### src/design/tag_consts.svh
`ifndef TAG_CONSTS_SVH
`define TAG_CONSTS_SVH

// Opcodes
`define OP_SELECT 8'h00
`define OP_DROP_MISMATCH 8'h05
`define OP_ARB_ROUND 8'h08
`define OP_SCROLL 8'h09
`define OP_RESET 8'h0A
`define OP_READ 8'h0C
`define OP_LOCK 8'h0F
`define OP_LOCK_STATUS 8'h11
`define OP_REPEAT 8'h15
`define OP_DROP_IDENT 8'h19
`define OP_DROP_UNIDENT 8'h1A
`define OP_WRITE 8'h1B
`define OP_VERIFY 8'h1D
`define OP_VAR_READ 8'h51

// Frame lengths in bytes, CRC included
`define LEN_BARE 5'd3
`define LEN_DROP_FLAG 5'd5
`define LEN_MATCH 5'd13
`define LEN_ADDR 5'd12
`define LEN_VAR 5'd13
`define LEN_WRITE 5'd17
`define BUF_BYTES 17

// Byte positions inside a frame
`define POS_SERIAL 5'd1
`define POS_ADDR 5'd9
`define POS_SEL_ADDR 5'd1
`define POS_SEL_WORD 5'd3
`define POS_DROP_MASK 5'd1
`define POS_DROP_DATA 5'd2

`define DROP_MASK 8'h01
`define DROP_IDENT_DATA 8'h01
`define DROP_UNIDENT_DATA 8'h00
`define SLOT_MAX 8'hFF

// One-byte reply codes
`define RPL_ACCEPT 8'h00
`define RPL_ACCEPT_FAIL 8'h00
`define RPL_ACCEPT_GOOD 8'h01
`define RPL_REJECT_FAIL 8'hFE
`define RPL_REJECT 8'hFF
`define RPL_REJECT_GOOD 8'hFF

// Register map
`define REG_STATUS 4'h0
`define REG_SLOT 4'h4
`define REG_CTRL 4'h8
`define REG_LOCK_ADDR 4'hC
`define CTRL_RST 8'h01
`define CTRL_INIT_BIT 0
`define ST_IDENT_BIT 0
`define ST_PROG_BIT 1
`define ST_LOCK_BIT 2
`define ST_STATE_LSB 3

`define CRC_INIT 16'hFFFF
`define CRC_POLY 16'h1021
`define LFSR_SEED 16'hACE1
`define LFSR_TAPS 16'hB400

`define FLAG_HOLD_MS 500
`define CLK_HZ 40000000

`endif

### src/design/tag_pkg.sv
package tag_pkg;

	typedef struct packed {
		logic valid;
		logic first;
		logic last;
		logic [7:0] data;
	} rx_byte_t;

	typedef enum logic [1:0] {rk_none, rk_serial, rk_byte} reply_kind_t;

	typedef struct packed {
		reply_kind_t kind;
		logic [7:0] code;
	} reply_t;

	typedef struct packed {
		logic [63:0] word;
		logic locked;
	} mem_word_t;

	typedef struct packed {
		logic [3:0] addr;
		logic [7:0] wdata;
		logic wr;
		logic rd;
	} reg_req_t;

	typedef enum logic [1:0] {ts_ready, ts_arbitrate, ts_counted} tag_state_t;
	typedef enum logic {lk_idle, lk_permitted} lock_state_t;
	typedef enum logic [1:0] {ps_rx, ps_fetch, ps_exec} parse_state_t;

endpackage : tag_pkg

### src/design/tag_crc16.sv
`timescale 1ns/1ps
`default_nettype none
`include "tag_consts.svh"

module tag_crc16 (
	input wire logic clk,
	input wire logic nrst,
	input wire tag_pkg::rx_byte_t rx,
	output logic [15:0] crc
);
	import tag_pkg::*;

	logic [15:0] next_crc;

	function automatic logic [15:0] crc_step(input logic [15:0] c,
		input logic [7:0] d);
		logic [15:0] r;
		r = c ^ {d, 8'h00};
		for (int k = 0; k < 8; k++) begin
			r = r[15] ? ((r << 1) ^ `CRC_POLY) : (r << 1);
		end
		crc_step = r;
	endfunction : crc_step

	// Restarts on the first byte; zero residue after the CRC bytes
	always_comb begin
		next_crc = crc;
		if (rx.valid) begin
			next_crc = crc_step(rx.first ? `CRC_INIT : crc, rx.data);
		end
	end

	always_ff @(posedge clk or negedge nrst) begin
		if (!nrst) begin
			crc <= `CRC_INIT;
		end else begin
			crc <= next_crc;
		end
	end

endmodule : tag_crc16
`default_nettype wire

### src/design/tag_rng.sv
`timescale 1ns/1ps
`default_nettype none
`include "tag_consts.svh"

module tag_rng (
	input wire logic clk,
	input wire logic nrst,
	output logic rnd
);
	logic [15:0] lfsr;
	logic [15:0] next_lfsr;

	// Free-running; reader timing makes the sampled bit unpredictable
	always_comb begin
		next_lfsr = lfsr[0] ? ((lfsr >> 1) ^ `LFSR_TAPS) : (lfsr >> 1);
	end

	always_ff @(posedge clk or negedge nrst) begin
		if (!nrst) begin
			lfsr <= `LFSR_SEED;
			rnd <= 1'b0;
		end else begin
			lfsr <= next_lfsr;
			rnd <= lfsr[0];
		end
	end

endmodule : tag_rng
`default_nettype wire

### src/design/tag_select_inventory_logic.sv
`timescale 1ns/1ps
`default_nettype none
`include "tag_consts.svh"
// What this block does
// - Frame fields sized opcode, address, serial, data, CRC
// - One-byte reply codes 00, 01, FE, FF
// - Only two flags: identified and program-success
// - Identified flag set on entering counted state
// - Power loss starts timer clearing identified flag
// - Power return with flag set resets timer
// - Reset command clears identified flag at once
// - Program flag tracks last programming cycle result
// - Program flag cleared by second command after write
// - Lock machine has idle and permitted, starts idle
// - Matching read/var-read/write/lock-status command permits lock, stores address
// - Lock only when permitted, same tag, same address
// - Any other or bad frame returns lock idle
// - Select with initialized memory zeroes slot, replies, arbitrates
// - Select while arbitrating replies again, else silent
// - Serial replies framed preamble, serial, CRC
// - Drop-identified with data 01: flagged tag to ready, others reply; with other data the unflagged tag goes to ready
// - Drop-unidentified: unflagged tag to ready, others reply
// - Drop-mismatch: differing memory to ready, match replies
// - Round increments slot if nonzero or random, saturating
// - Reply serial when slot is zero after round
// - Fair random bit drawn per round

module tag_select_inventory_logic #(
	parameter int HOLD_CYCLES = `FLAG_HOLD_MS * (`CLK_HZ / 1000)
) (
	input wire logic clk,
	input wire logic nrst,
	input wire tag_pkg::rx_byte_t rx,
	input wire logic power_lost,
	input wire logic prog_pass,
	input wire logic prog_fail,
	input wire logic [63:0] tag_serial_number,
	input wire tag_pkg::mem_word_t mem_in,
	input wire tag_pkg::reg_req_t reg_req,
	output logic [7:0] reg_rdata,
	output logic mem_rd,
	output logic [7:0] mem_addr,
	output tag_pkg::reply_t reply,
	output logic lock_go,
	output logic [7:0] lock_addr,
	output logic identified_flag
);
	import tag_pkg::*;

	localparam int FB = `BUF_BYTES;

	logic pl_meta;
	logic pl_sync;
	logic [15:0] crc_val;
	logic rnd;
	parse_state_t pstate, next_pstate;
	tag_state_t tstate, next_tstate;
	lock_state_t lock_state, next_lock_state;
	logic [FB*8-1:0] frame, next_frame;
	logic [4:0] count, next_count;
	logic crc_good, next_crc_good;
	logic [7:0] slot, next_slot;
	logic next_identified;
	logic prog_ok, next_prog_ok;
	logic [1:0] wr_age, next_wr_age;
	logic [24:0] hold_timer, next_hold_timer;
	logic [7:0] ctrl, next_ctrl;
	logic [7:0] next_reg_rdata;
	logic next_mem_rd;
	logic [7:0] next_mem_addr;
	logic next_lock_go;
	logic [7:0] next_lock_addr;
	reply_t next_reply;
	logic [7:0] op;
	logic [7:0] new_slot;
	logic [7:0] status;
	logic want_ident;
	logic frame_ok;
	logic serial_ok;
	logic in_arb;
	logic exec_arb;

	function automatic logic [7:0] byte_at(input logic [FB*8-1:0] f,
		input logic [4:0] i);
		byte_at = f[i*8 +: 8];
	endfunction : byte_at

	// First received byte lands in the top of the word
	function automatic logic [63:0] word_at(input logic [FB*8-1:0] f,
		input logic [4:0] i);
		for (int k = 0; k < 8; k++) begin
			word_at[63-k*8 -: 8] = byte_at(f, i + 5'(k));
		end
	endfunction : word_at

	function automatic logic [4:0] frame_len(input logic [7:0] o);
		case (o)
			`OP_SELECT, `OP_DROP_MISMATCH: frame_len = `LEN_MATCH;
			`OP_DROP_IDENT, `OP_DROP_UNIDENT: frame_len = `LEN_DROP_FLAG;
			`OP_ARB_ROUND, `OP_SCROLL, `OP_REPEAT, `OP_RESET: begin
				frame_len = `LEN_BARE;
			end
			`OP_READ, `OP_VERIFY, `OP_LOCK, `OP_LOCK_STATUS: begin
				frame_len = `LEN_ADDR;
			end
			`OP_VAR_READ: frame_len = `LEN_VAR;
			`OP_WRITE: frame_len = `LEN_WRITE;
			default: frame_len = 5'd0;
		endcase
	endfunction : frame_len

	function automatic logic [4:0] addr_pos(input logic [7:0] o);
		if (o == `OP_SELECT || o == `OP_DROP_MISMATCH) begin
			addr_pos = `POS_SEL_ADDR;
		end else begin
			addr_pos = `POS_ADDR;
		end
	endfunction : addr_pos

	tag_crc16 crc_i (
		.clk(clk),
		.nrst(nrst),
		.rx(rx),
		.crc(crc_val)
	);

	tag_rng rng_i (
		.clk(clk),
		.nrst(nrst),
		.rnd(rnd)
	);

	always_ff @(posedge clk or negedge nrst) begin
		if (!nrst) begin
			pl_meta <= 1'b0;
			pl_sync <= 1'b0;
		end else begin
			pl_meta <= power_lost;
			pl_sync <= pl_meta;
		end
	end

	assign op = frame[7:0];
	assign in_arb = (tstate == ts_arbitrate);
	assign serial_ok = (word_at(frame, `POS_SERIAL) == tag_serial_number);
	assign frame_ok = crc_good && (frame_len(op) != 5'd0) &&
		(count == frame_len(op));
	assign exec_arb = (pstate == ps_exec) && frame_ok &&
		(op == `OP_ARB_ROUND) && in_arb;

	always_comb begin
		next_pstate = pstate;
		next_tstate = tstate;
		next_lock_state = lock_state;
		next_frame = frame;
		next_count = count;
		next_crc_good = crc_good;
		next_slot = slot;
		next_identified = identified_flag;
		next_prog_ok = prog_ok;
		next_wr_age = wr_age;
		next_hold_timer = hold_timer;
		next_ctrl = ctrl;
		next_mem_rd = 1'b0;
		next_mem_addr = mem_addr;
		next_lock_go = 1'b0;
		next_lock_addr = lock_addr;
		next_reply = '{kind: rk_none, code: 8'h00};
		new_slot = slot;
		want_ident = 1'b0;
		status = 8'h00;

		case (pstate)
			ps_rx: begin
				if (rx.valid) begin
					if (rx.first) begin
						next_count = 5'd1;
						next_frame[7:0] = rx.data;
						if (wr_age == 2'd2) begin
							next_prog_ok = 1'b0;
							next_wr_age = 2'd0;
						end else if (wr_age == 2'd1) begin
							next_wr_age = 2'd2;
						end
					end else if (count < 5'(FB)) begin
						next_frame[count*8 +: 8] = rx.data;
						next_count = count + 5'd1;
					end else begin
						next_count = 5'h1F;
					end
					if (rx.last) begin
						next_pstate = ps_fetch;
						next_mem_rd = 1'b1;
						next_mem_addr = byte_at(next_frame,
							addr_pos(next_frame[7:0]));
					end
				end
			end
			ps_fetch: begin
				next_crc_good = (crc_val == 16'h0000);
				next_pstate = ps_exec;
			end
			ps_exec: begin
				next_pstate = ps_rx;
				next_lock_state = lk_idle;
				if (frame_ok) begin
					case (op)
						`OP_SELECT: begin
							if (ctrl[`CTRL_INIT_BIT] || in_arb) begin
								next_slot = 8'h00;
								next_reply.kind = rk_serial;
								next_tstate = ts_arbitrate;
							end
						end
						`OP_DROP_IDENT, `OP_DROP_UNIDENT: begin
							want_ident = (op == `OP_DROP_IDENT) &&
								(byte_at(frame, `POS_DROP_DATA) ==
								`DROP_IDENT_DATA);
							if (in_arb && byte_at(frame, `POS_DROP_MASK) ==
								`DROP_MASK) begin
								if (identified_flag == want_ident) begin
									next_tstate = ts_ready;
								end else begin
									next_slot = 8'h00;
									next_reply.kind = rk_serial;
								end
							end
						end
						`OP_DROP_MISMATCH: begin
							if (in_arb) begin
								if (mem_in.word != word_at(frame,
									`POS_SEL_WORD)) begin
									next_tstate = ts_ready;
								end else begin
									next_slot = 8'h00;
									next_reply.kind = rk_serial;
								end
							end
						end
						`OP_ARB_ROUND: begin
							if (in_arb) begin
								if (slot != 8'h00 || rnd) begin
									new_slot = (slot == `SLOT_MAX) ?
										`SLOT_MAX : slot + 8'h01;
								end
								next_slot = new_slot;
								if (new_slot == 8'h00) begin
									next_reply.kind = rk_serial;
								end
							end
						end
						`OP_RESET: begin
							next_tstate = ts_ready;
							next_identified = 1'b0;
						end
						`OP_READ, `OP_VAR_READ, `OP_WRITE,
						`OP_LOCK_STATUS: begin
							if (serial_ok) begin
								next_lock_state = lk_permitted;
								next_lock_addr = byte_at(frame, `POS_ADDR);
								next_tstate = ts_counted;
								next_identified = 1'b1;
								if (op == `OP_WRITE) begin
									next_wr_age = 2'd1;
								end
								if (op == `OP_LOCK_STATUS) begin
									next_reply.kind = rk_byte;
									if (mem_in.locked) begin
										next_reply.code = prog_ok ?
											`RPL_REJECT_GOOD :
											`RPL_REJECT_FAIL;
									end else begin
										next_reply.code = prog_ok ?
											`RPL_ACCEPT_GOOD :
											`RPL_ACCEPT_FAIL;
									end
								end
							end
						end
						`OP_VERIFY: begin
							if (serial_ok) begin
								next_tstate = ts_counted;
								next_identified = 1'b1;
							end
						end
						`OP_LOCK: begin
							if (serial_ok) begin
								next_tstate = ts_counted;
								next_identified = 1'b1;
								next_reply.kind = rk_byte;
								if (lock_state == lk_permitted &&
									byte_at(frame, `POS_ADDR) == lock_addr) begin
									next_lock_go = 1'b1;
									next_reply.code = `RPL_ACCEPT;
								end else begin
									next_reply.code = `RPL_ACCEPT_FAIL;
								end
							end
						end
						default: begin
						end
					endcase
				end
			end
			default: next_pstate = ps_rx;
		endcase

		// Programming result; a pass in the same cycle wins
		if (prog_fail || pl_sync) begin
			next_prog_ok = 1'b0;
		end
		if (prog_pass) begin
			next_prog_ok = 1'b1;
		end

		// Supply gone: parser, tag, lock, slot, reply and write age fall back; ctrl and lock_addr stay, the identified flag clears after HOLD_CYCLES
		if (pl_sync) begin
			next_pstate = ps_rx;
			next_tstate = ts_ready;
			next_lock_state = lk_idle;
			next_slot = 8'h00;
			next_reply.kind = rk_none;
			next_lock_go = 1'b0;
			next_wr_age = 2'd0;
			if (identified_flag) begin
				if (hold_timer == 25'(HOLD_CYCLES - 1)) begin
					next_identified = 1'b0;
					next_hold_timer = 25'd0;
				end else begin
					next_hold_timer = hold_timer + 25'd1;
				end
			end
		end else begin
			next_hold_timer = 25'd0;
		end

		status[`ST_IDENT_BIT] = identified_flag;
		status[`ST_PROG_BIT] = prog_ok;
		status[`ST_LOCK_BIT] = (lock_state == lk_permitted);
		status[`ST_STATE_LSB +: 2] = tstate;
		if (reg_req.wr && reg_req.addr == `REG_CTRL) begin
			next_ctrl = reg_req.wdata;
		end
		next_reg_rdata = 8'h00;
		if (reg_req.rd) begin
			case (reg_req.addr)
				`REG_STATUS: next_reg_rdata = status;
				`REG_SLOT: next_reg_rdata = slot;
				`REG_CTRL: next_reg_rdata = ctrl;
				`REG_LOCK_ADDR: next_reg_rdata = lock_addr;
				default: next_reg_rdata = 8'h00;
			endcase
		end
	end

	always_ff @(posedge clk or negedge nrst) begin
		if (!nrst) begin
			pstate <= ps_rx;
			tstate <= ts_ready;
			lock_state <= lk_idle;
			frame <= '0;
			count <= 5'd0;
			crc_good <= 1'b0;
			slot <= 8'h00;
			identified_flag <= 1'b0;
			prog_ok <= 1'b0;
			wr_age <= 2'd0;
			hold_timer <= 25'd0;
			ctrl <= `CTRL_RST;
			reg_rdata <= 8'h00;
			mem_rd <= 1'b0;
			mem_addr <= 8'h00;
			lock_go <= 1'b0;
			lock_addr <= 8'h00;
			reply <= '{kind: rk_none, code: 8'h00};
		end else begin
			pstate <= next_pstate;
			tstate <= next_tstate;
			lock_state <= next_lock_state;
			frame <= next_frame;
			count <= next_count;
			crc_good <= next_crc_good;
			slot <= next_slot;
			identified_flag <= next_identified;
			prog_ok <= next_prog_ok;
			wr_age <= next_wr_age;
			hold_timer <= next_hold_timer;
			ctrl <= next_ctrl;
			reg_rdata <= next_reg_rdata;
			mem_rd <= next_mem_rd;
			mem_addr <= next_mem_addr;
			lock_go <= next_lock_go;
			lock_addr <= next_lock_addr;
			reply <= next_reply;
		end
	end
endmodule : tag_select_inventory_logic
`default_nettype wire

### config.mk
export PLATFORM = sky130hd
export DESIGN_NAME = tag_select_inventory_logic
export DESIGN_NICKNAME = d
export VERILOG_FILES = /design/src/design/tag_pkg.sv /design/src/design/tag_crc16.sv /design/src/design/tag_rng.sv /design/src/design/tag_select_inventory_logic.sv
export VERILOG_INCLUDE_DIRS = /design/src /design/src/design
export SDC_FILE = /design/constraint.sdc
export NUM_CORES = 1
export LEC_CHECK = 0
export BUFFER_PORTS_ARGS = -buffer_cell sky130_fd_sc_hd__buf_4
export CAP_MARGIN = 0
export CORE_MARGIN = 2
export CORE_UTILIZATION = 60
export CTS_BUF_LIST = sky130_fd_sc_hd__clkbuf_4 sky130_fd_sc_hd__clkbuf_8
export DETAILED_ROUTE_END_ITERATION = 12
export PLACE_DENSITY = 0.9
export REMOVE_ABC_BUFFERS = 1
export SLEW_MARGIN = 20
export SYNTH_ARGS = -nofsm -noshare
export SYNTH_HDL_FRONTEND = slang
export SYNTH_SLANG_ARGS = --single-unit
### constraint.sdc
create_clock -name clk -period 7.09 [get_ports clk]
set_input_delay 0.3545 -clock clk [delete_from_list [all_inputs] [get_ports clk]]
set_output_delay 0.3545 -clock clk [all_outputs]
set_load 0.02 [all_outputs]
==> results of run 1 <==
-- kinds of logic after synthesis --
group / Yosys count / synth area share
AO/OA/AOI/OAI: 197 / 0.115
flip-flops: 209 / 0.440
buffers and inverters: 111 / 0.0400
XOR/XNOR: 191 / 0.140
adder cells (fa/ha/maj): 6 / 0.00628
multiplexers: 80 / 0.0748
AND/OR/NAND/NOR: 430 / 0.184
-- area by class of cell --
type / instances / area [um2] / area share
sequential: 209 / 5260 / 0.369
inverter: 45 / 169 / 0.0119
multi-input combinational: 904 / 6230 / 0.437
clock buffer: 50 / 638 / 0.0448
timing repair buffer: 201 / 1520 / 0.107
tap: 265 / 332 / 0.0233
clock inverter: 13 / 95.1 / 0.00668
-- cells in the mapped netlist (8+ instances only) --
master    number  area, um2
and3_1        13       81.3
nor3_1        20        100
xnor2_1      176       1540
buf_4          9       67.6
a21oi_1       31        155
clkbuf_1      47        176
xor2_1        15        131
nand3_1       46        230
nor2_1        98        368
o31ai_1       25        188
nand2_1      103        387
mux2_2        53        597
o21ai_0       49        245
dfrtp_1      184       4600
o22ai_1        8       50.1
mux2_1        22        248
inv_1         44        165
dfstp_2       25        657
nor4_1        23        144
and2_1        16        100
nand4_1       53        332
o21ai_1       13       65.1
a31oi_1       11       68.8
nand3b_1       8       60.1
-- routing by layer --
layer	part of all wire	GRT usage	vias up	routed length, um
li1	-	-	4671	-
met1	0.38	0.424	5044	13200
met2	0.47	0.527	671	16100
met3	0.10	0.0752	150	3600
met4	0.048	0.164	0	1680
met5	0	0	-	0
-- what timing repair did --
action                                 4_1_cts  5_1_grt
setup endpoints to repair                    0        0
hold buffers                                 2        0
endpoints found under the hold margin       81        0
-- worst min-delay path by stage --
| stage | end | from |
|---|---|---|
| after floorplan | asynchronous set/reset pin | nrst |
| after global placement | pl_sync | pl_meta |
| after detailed placement | pl_sync | pl_meta |
| after CTS | prog_ok | prog_pass |
| after global routing | prog_ok | prog_pass |
| final | prog_ok | prog_pass |
-- power by group through the flow --
stage | registers (mW) | logic [mW] | clock network, mW
after global routing | 1.78 | 1.19 | 1.19
after CTS | 1.75 | 1.08 | 1.13
final | 1.76 | 1.10 | 1.13
after floorplan | 1.66 | 0.754 | 0
after detailed placement | 1.76 | 1.07 | 0
after global placement | 1.75 | 1.02 | 0
-- metrics by stage --
step,cell area [um2],setup WS [ns],cells,utilization,hold WS (ns)
6_report,14200,2.86,1687,0.729,0.0243
5_1_grt,14200,2.62,1687,0.729,0.0212
4_1_cts,14200,3.04,1687,0.729,0.00802
3_5_place_dp,13500,3.05,1622,0.690,0.336
3_3_place_gp,13500,3.33,1622,0.690,0.332
2_1_floorplan,11600,3.89,1158,-,0.0589
-- layout by cell type, fill, tap and decap left out, drive strengths merged, types with 4 or more instances in the layout --
cell type | synthesis | routed
o21a | 7 | 7
xor2 | 15 | 15
nand2b | 7 | 7
ha | 6 | 6
or4b | 4 | 4
a211oi | 7 | 7
nand2 | 104 | 104
buf | 19 | 198
o31ai | 25 | 25
o211ai | 4 | 4
and3 | 13 | 13
clkinv | 1 | 11
inv | 44 | 44
or2 | 4 | 4
dfrtp | 184 | 184
nand4 | 53 | 53
and2 | 16 | 16
a31oi | 12 | 12
or3 | 6 | 6
o21ai | 62 | 62
nor2b | 4 | 4
mux2i | 5 | 5
xnor2 | 176 | 176
nor3 | 21 | 21
dfstp | 25 | 25
a22oi | 4 | 4
a222oi | 5 | 5
nand3 | 46 | 46
mux2 | 75 | 75
nand3b | 8 | 8
a2111oi | 5 | 5
nor4 | 24 | 24
nor4b | 9 | 9
a21oi | 33 | 33
o22ai | 8 | 8
nor2 | 99 | 99
clkbuf | 47 | 51
==> run_results.csv, run 1 <==
group,metric,value,unit
floorplan,design.portCount,196,
critical_path,path_cells,"inv_1 > ha_1 > nor3b_1 > ha_1 > nand4_1 > nor4_1 > nand3b_1 > o31ai_1",
route,post-route-drc-count,0,
clock_tree,clockBufferDepth,3,
synthesis,synth-seq-cells,209,
global_routing,grt_pass1_vias,10800,
clock_tree,cts.clk_slew.worst_paths,0.07,ns
pwr,pwr-share-clk,0.283,
pwr,p_sw_frac,0.348,
global_routing,grt-ovfl-total,0,
place,place.gp.congestion,0.954,
clock_tree,cts_sinks,209,
critical_path,r2r-start,"count[0]",
synthesis,syn_inst,1224,
route,ant_nets,0,
run_status,status,"completed",
critical_path,crit_buf_inv,1,
route,vias_per_cell,6.25,
route,wl_per_cell,20.5,um
critical_path,slowest_delay,1.01,ns
finish,fin_nets,1562,
synthesis,synth_ff_type,"dfrtp_1",
route,finalWirelength,34600,um
pwr,switchingPower,1.39,mW
pwr,ir_drop,0.000229,V
floorplan,dieArea,21100,um2
critical_path,cp_max_fo,32,
clock_tree,clockRootBuffer,"clkbuf_8",
hold_path,hold_depth,2,
critical_path,critPathKind,"reg2reg",
route,vias,10500,
timing,min_period_over_period,0.597,
timing,setup_viol,0,
place,hpwl,25300,um
critical_path,cp_common_cell,"ha_1",
place,io_buffers,195,
clock_tree,ctsHtreeMaxLevel,2,
timing,timing.slew.headroom,0.331,
critical_path,rrSetupSlack,2.86,ns
finish,nFillCells,1365,
floorplan,die_w,145,um
synthesis,yosysSeqAreaShare,0.440,
clock_tree,cts_resized,0,
hold_path,hold_path.class,"in2reg",
critical_path,start_kind,"flip-flop",
floorplan,row_count,51,
floorplan,initial_utilization,0.612,
critical_path,rr_worst_depth,8,
global_routing,grt_use_total,0.329,
global_routing,grt_max_degree,83,
job,drv_cap,0,
pwr,power_density,280,nW/um2
global_routing,antenna_found_initial,0,
timing,hold_violations,0,
synthesis,synth_cell_types,77,
pwr,finalPower,3.98,mW
clock_tree,cts_tree,"yes",
clock_tree,post_cts_buffers,0,
pwr,seqPwrFrac,0.442,
critical_path,cp.arrival,4.64,ns
global_routing,grt_pass1_wl,56000,um
timing,fmax,236,MHz
critical_path,critPathSlowestCell,"dfrtp_1",
pwr,combPwrFrac,0.275,
route,firstDrtPassIters,6,
finish,syn_to_final_growth,19.1,%
critical_path,crit_family,"simple AND/OR/NAND/NOR gates",
timing,setup_tns,0,ns
critical_path,cp.depth,8,
synthesis,ys.warnings.count,0,
pwr,p_int,2.60,mW
clock_tree,cts_buffers,36,
critical_path,startpoint,"count[0]",
timing,rsz0062_at_grt,"false",
clock_tree,clkLatencyLatePin,0.54,ns
timing,finClkSkew,0.0316,ns
synthesis,synth_edf_count,0,
critical_path,endpoint_kind,"flip-flop",
finish,diodes,0,
floorplan,die_h,145,um
critical_path,critPathRequiredTime,7.50,ns
timing,period_needed,4.23,ns
finish,drive_above_1_share,0.255,
synthesis,async_flop_share,1.00,
synthesis,avgSynthCellArea,9.77,um2
synthesis,syn_area,12000,um2
floorplan,coreArea,19500,um2
timing,drv_slew,0,
timing,worstMarginPinSlew,1.00,ns
pwr,p_leak,6.10,nW
route,drtIter0Drc,1123,
No activity file was read; power rests on OpenSTA's default activity.
==> inputs of run 2 (changes only) <==
ABC_AREA = 1   (was not set)
CORE_UTILIZATION = 54   (was 60)
PLACE_DENSITY = 0.85   (was 0.9)
clock period = 3.8 ns   (was 7.09 ns; I/O delays follow)
==> run 2 against run 1 <==
Sequential share of layout area shrank 3.2 points. Sequential power grew 81%. Clock power grew 100%. Register-to-register slack lost 2.2 ns. Worst setup slack lost 2.2 ns. Highest routed layer unchanged. Utilization shrank 6.5 points. Hold slack gained 0.020 ns. Sequential cell count is the same. Critical path depth grew 3.
==> run_results.csv, run 2 <==
group,metric,value,unit
floorplan,design.portCount,196,
critical_path,rrSetupSlack,0.70,ns
synthesis,synthTopCellsByArea,"dfrtp_1, nand2_1, nor2_1",
place,io_buffers,195,
floorplan,coreArea,23500,um2
route,wl_per_cell,17.8,um
route,ant_nets,0,
clock_tree,cts_tree,"yes",
critical_path,start_kind,"flip-flop",
job,drv_cap,0,
clock_tree,ctsHtreeMaxLevel,2,
route,vias_per_cell,5.63,
pwr,power_density,507,nW/um2
critical_path,crit_buf_inv,1,
global_routing,grt_use_met2,0.526,
route,firstDrtPassIters,7,
finish,fin_nets,2071,
critical_path,cp_max_fo,16,
critical_path,cp.arrival,3.51,ns
global_routing,antenna_found_initial,0,
place,dpl-instance-area,14600,um2
clock_tree,cts_buffers,37,
finish,drive_above_1_share,0.192,
clock_tree,cts_sinks,209,
timing,min_period_over_period,0.816,
critical_path,crit_family,"simple AND/OR/NAND/NOR gates",
clock_tree,post_cts_buffers,0,
finish,final_cell_mix,"nand2_1, nor2_1, buf_4, dfrtp_1, inv_1",
global_routing,met3_usage,0.0561,
global_routing,grt-ovfl-total,0,
finish,layout_commonest_cell,"nand2_1",
synthesis,synth_cell_types,55,
timing,holdWs,0.0448,ns
critical_path,slowest_delay,0.43,ns
synthesis,synth_most_common_cell,"nand2_1",
synthesis,yosysSeqAreaShare,0.408,
timing,setup_tns,0,ns
clock_tree,cts_resized,0,
synthesis,ys.warnings.count,0,
route,post-route-drc-count,0,
clock_tree,cts.clk_slew.worst_paths,0.07,ns
global_routing,grt_max_degree,113,
floorplan,dieArea,25100,um2
critical_path,critPathKind,"reg2reg",
timing,fmax,322,MHz
hold_path,hold_path.class,"in2reg",
clock_tree,clockRootBuffer,"clkbuf_8",
pwr,ir_drop,0.000354,V
synthesis,yosysTopAreaCell,"dfrtp_1",
finish,syn_to_final_growth,20.8,%
floorplan,row_count,56,
timing,rsz0062_at_grt,"false",
synthesis,synth_edf_count,0,
synthesis,async_flop_share,1.00,
global_routing,gr-max-usage-layer,"met2",
critical_path,critPathSlowestCell,"nor2_2",
run_status,status,"completed",
timing,timing.slew.headroom,0.395,
global_routing,grtUsageMet1,0.430,
finish,finalNonFillerCells,2248,
route,drtIter0Drc,1178,
timing,period_needed,3.10,ns
critical_path,path_cells,"inv_1 > ha_1 > nand2_1 > nor2_1 > ha_1 > nand2_1 > nor2_1 > nand2_2 > nor2_2 > nand2_1 > o31ai_1",
pwr,p_leak,7.53,nW
critical_path,endpoint_kind,"flip-flop",
finish,nFillCells,1967,
place,hpwl,30500,um
place,place.gp.congestion,0.970,
critical_path,critPathRequiredTime,4.21,ns
synthesis,synthTopCellsByCount,"nand2_1, nor2_1, dfrtp_1",
synthesis,synth-seq-cells,209,
clock_tree,clockBufferDepth,3,
route,vias,12700,
global_routing,grt_pass1_wl,62600,um
synthesis,synth_ff_type,"dfrtp_1",
floorplan,initial_utilization,0.549,
global_routing,grt_pass1_vias,12100,
finish,stdcell_area,15600,um2
synthesis,avgSynthCellArea,7.62,um2
synthesis,syn_area,12900,um2
timing,finClkSkew,0.0234,ns
place,place_ws,0.791,ns
finish,diodes,0,
critical_path,cp_common_cell,"nand2_1",
timing,drv_slew,0,
timing,setup_slack,0.698,ns
global_routing,grt_use_total,0.321,
timing,setup_viol,0,
floorplan,die_w,159,um
timing,worstMarginPinSlew,0.908,ns
floorplan,die_h,159,um
timing,hold_violations,0,
clock_tree,clkLatencyLatePin,0.54,ns
synthesis,syn_inst,1692,
synthesis,synth_top_area_share,0.357,
route,finalWirelength,40000,um
place,dp_cells,2171,
## run 2: changes by cell type after synthesis, moves of 49 or more
cell     previous run  this run
inv_1              44       157
nand2_1           103       380
nor2_1             98       223
o21ai_0            49        98
xnor2_1           176        71
xor2_1             15        82
## run 2: cell type report
class	count	area [um2]	share of cell area
clock inverter	5	77.6	0.00498
tap	319	399	0.0256
sequential	209	5260	0.338
multi-input combinational	1269	6780	0.435
timing repair buffer	222	1720	0.111
clock buffer	57	716	0.0459
inverter	167	627	0.0402
## run 2: path summary, 6_finish.rpt
kind                               startpoint              to  depth (start not counted)
worst max-delay path                 count[1]       flip-flop                         11
worst min-delay path                prog_fail         prog_ok                          3
worst max register to register       count[1]       flip-flop                         11
worst min register to register  rng_i.lfsr[4]   rng_i.lfsr[3]                          0
max in group asynchronous                nrst  rng_i.lfsr[15]                          3
min in group asynchronous                nrst       frame[14]                          2
## run 2: where the power goes
group	internal (mW)	total [mW]	switching, mW
combinational	0.938	2.45	1.51
sequential	2.67	3.18	0.518
clock	1.33	2.26	0.935
## run 2: metal layers
metal,wire (um),vias up
met2,18500,655
met5,0,-
met4,1430,0
li1,-,5965
met1,16400,5917
met3,3710,114
## run 2: cell families (layout without fill, tap and decap cells)
family,after synthesis,after routing,synth area share
compound gates,235,235,0.104
xor+xnor,153,153,0.104
fa+ha+maj,6,6,0.00582
buf+inv,214,451,0.0666
flops,209,209,0.408
mux,16,16,0.0131
simple gates,859,859,0.299
## run 2: worst min-delay path: cells and delay by family
family | cells | cell delay (ns)
compound gates | 1 | 0.16
simple gates | 1 | 0.08
buf+inv | 1 | 0.11
## run 2: metrics by stage
| stage | util | total power, mW |
|---|---|---|
| after detailed placement | 0.624 | 5.58 |
| after global routing | 0.664 | 8.31 |
| final | 0.664 | 7.90 |
| after floorplan | - | 4.65 |
| after global placement | 0.624 | 5.51 |
| after CTS | 0.664 | 7.87 |
## run 2: repair_timing
action	CTS	global route
endpoints found under the hold margin	126	0
hold buffers	15	0
endpoints found under the setup margin	0	0
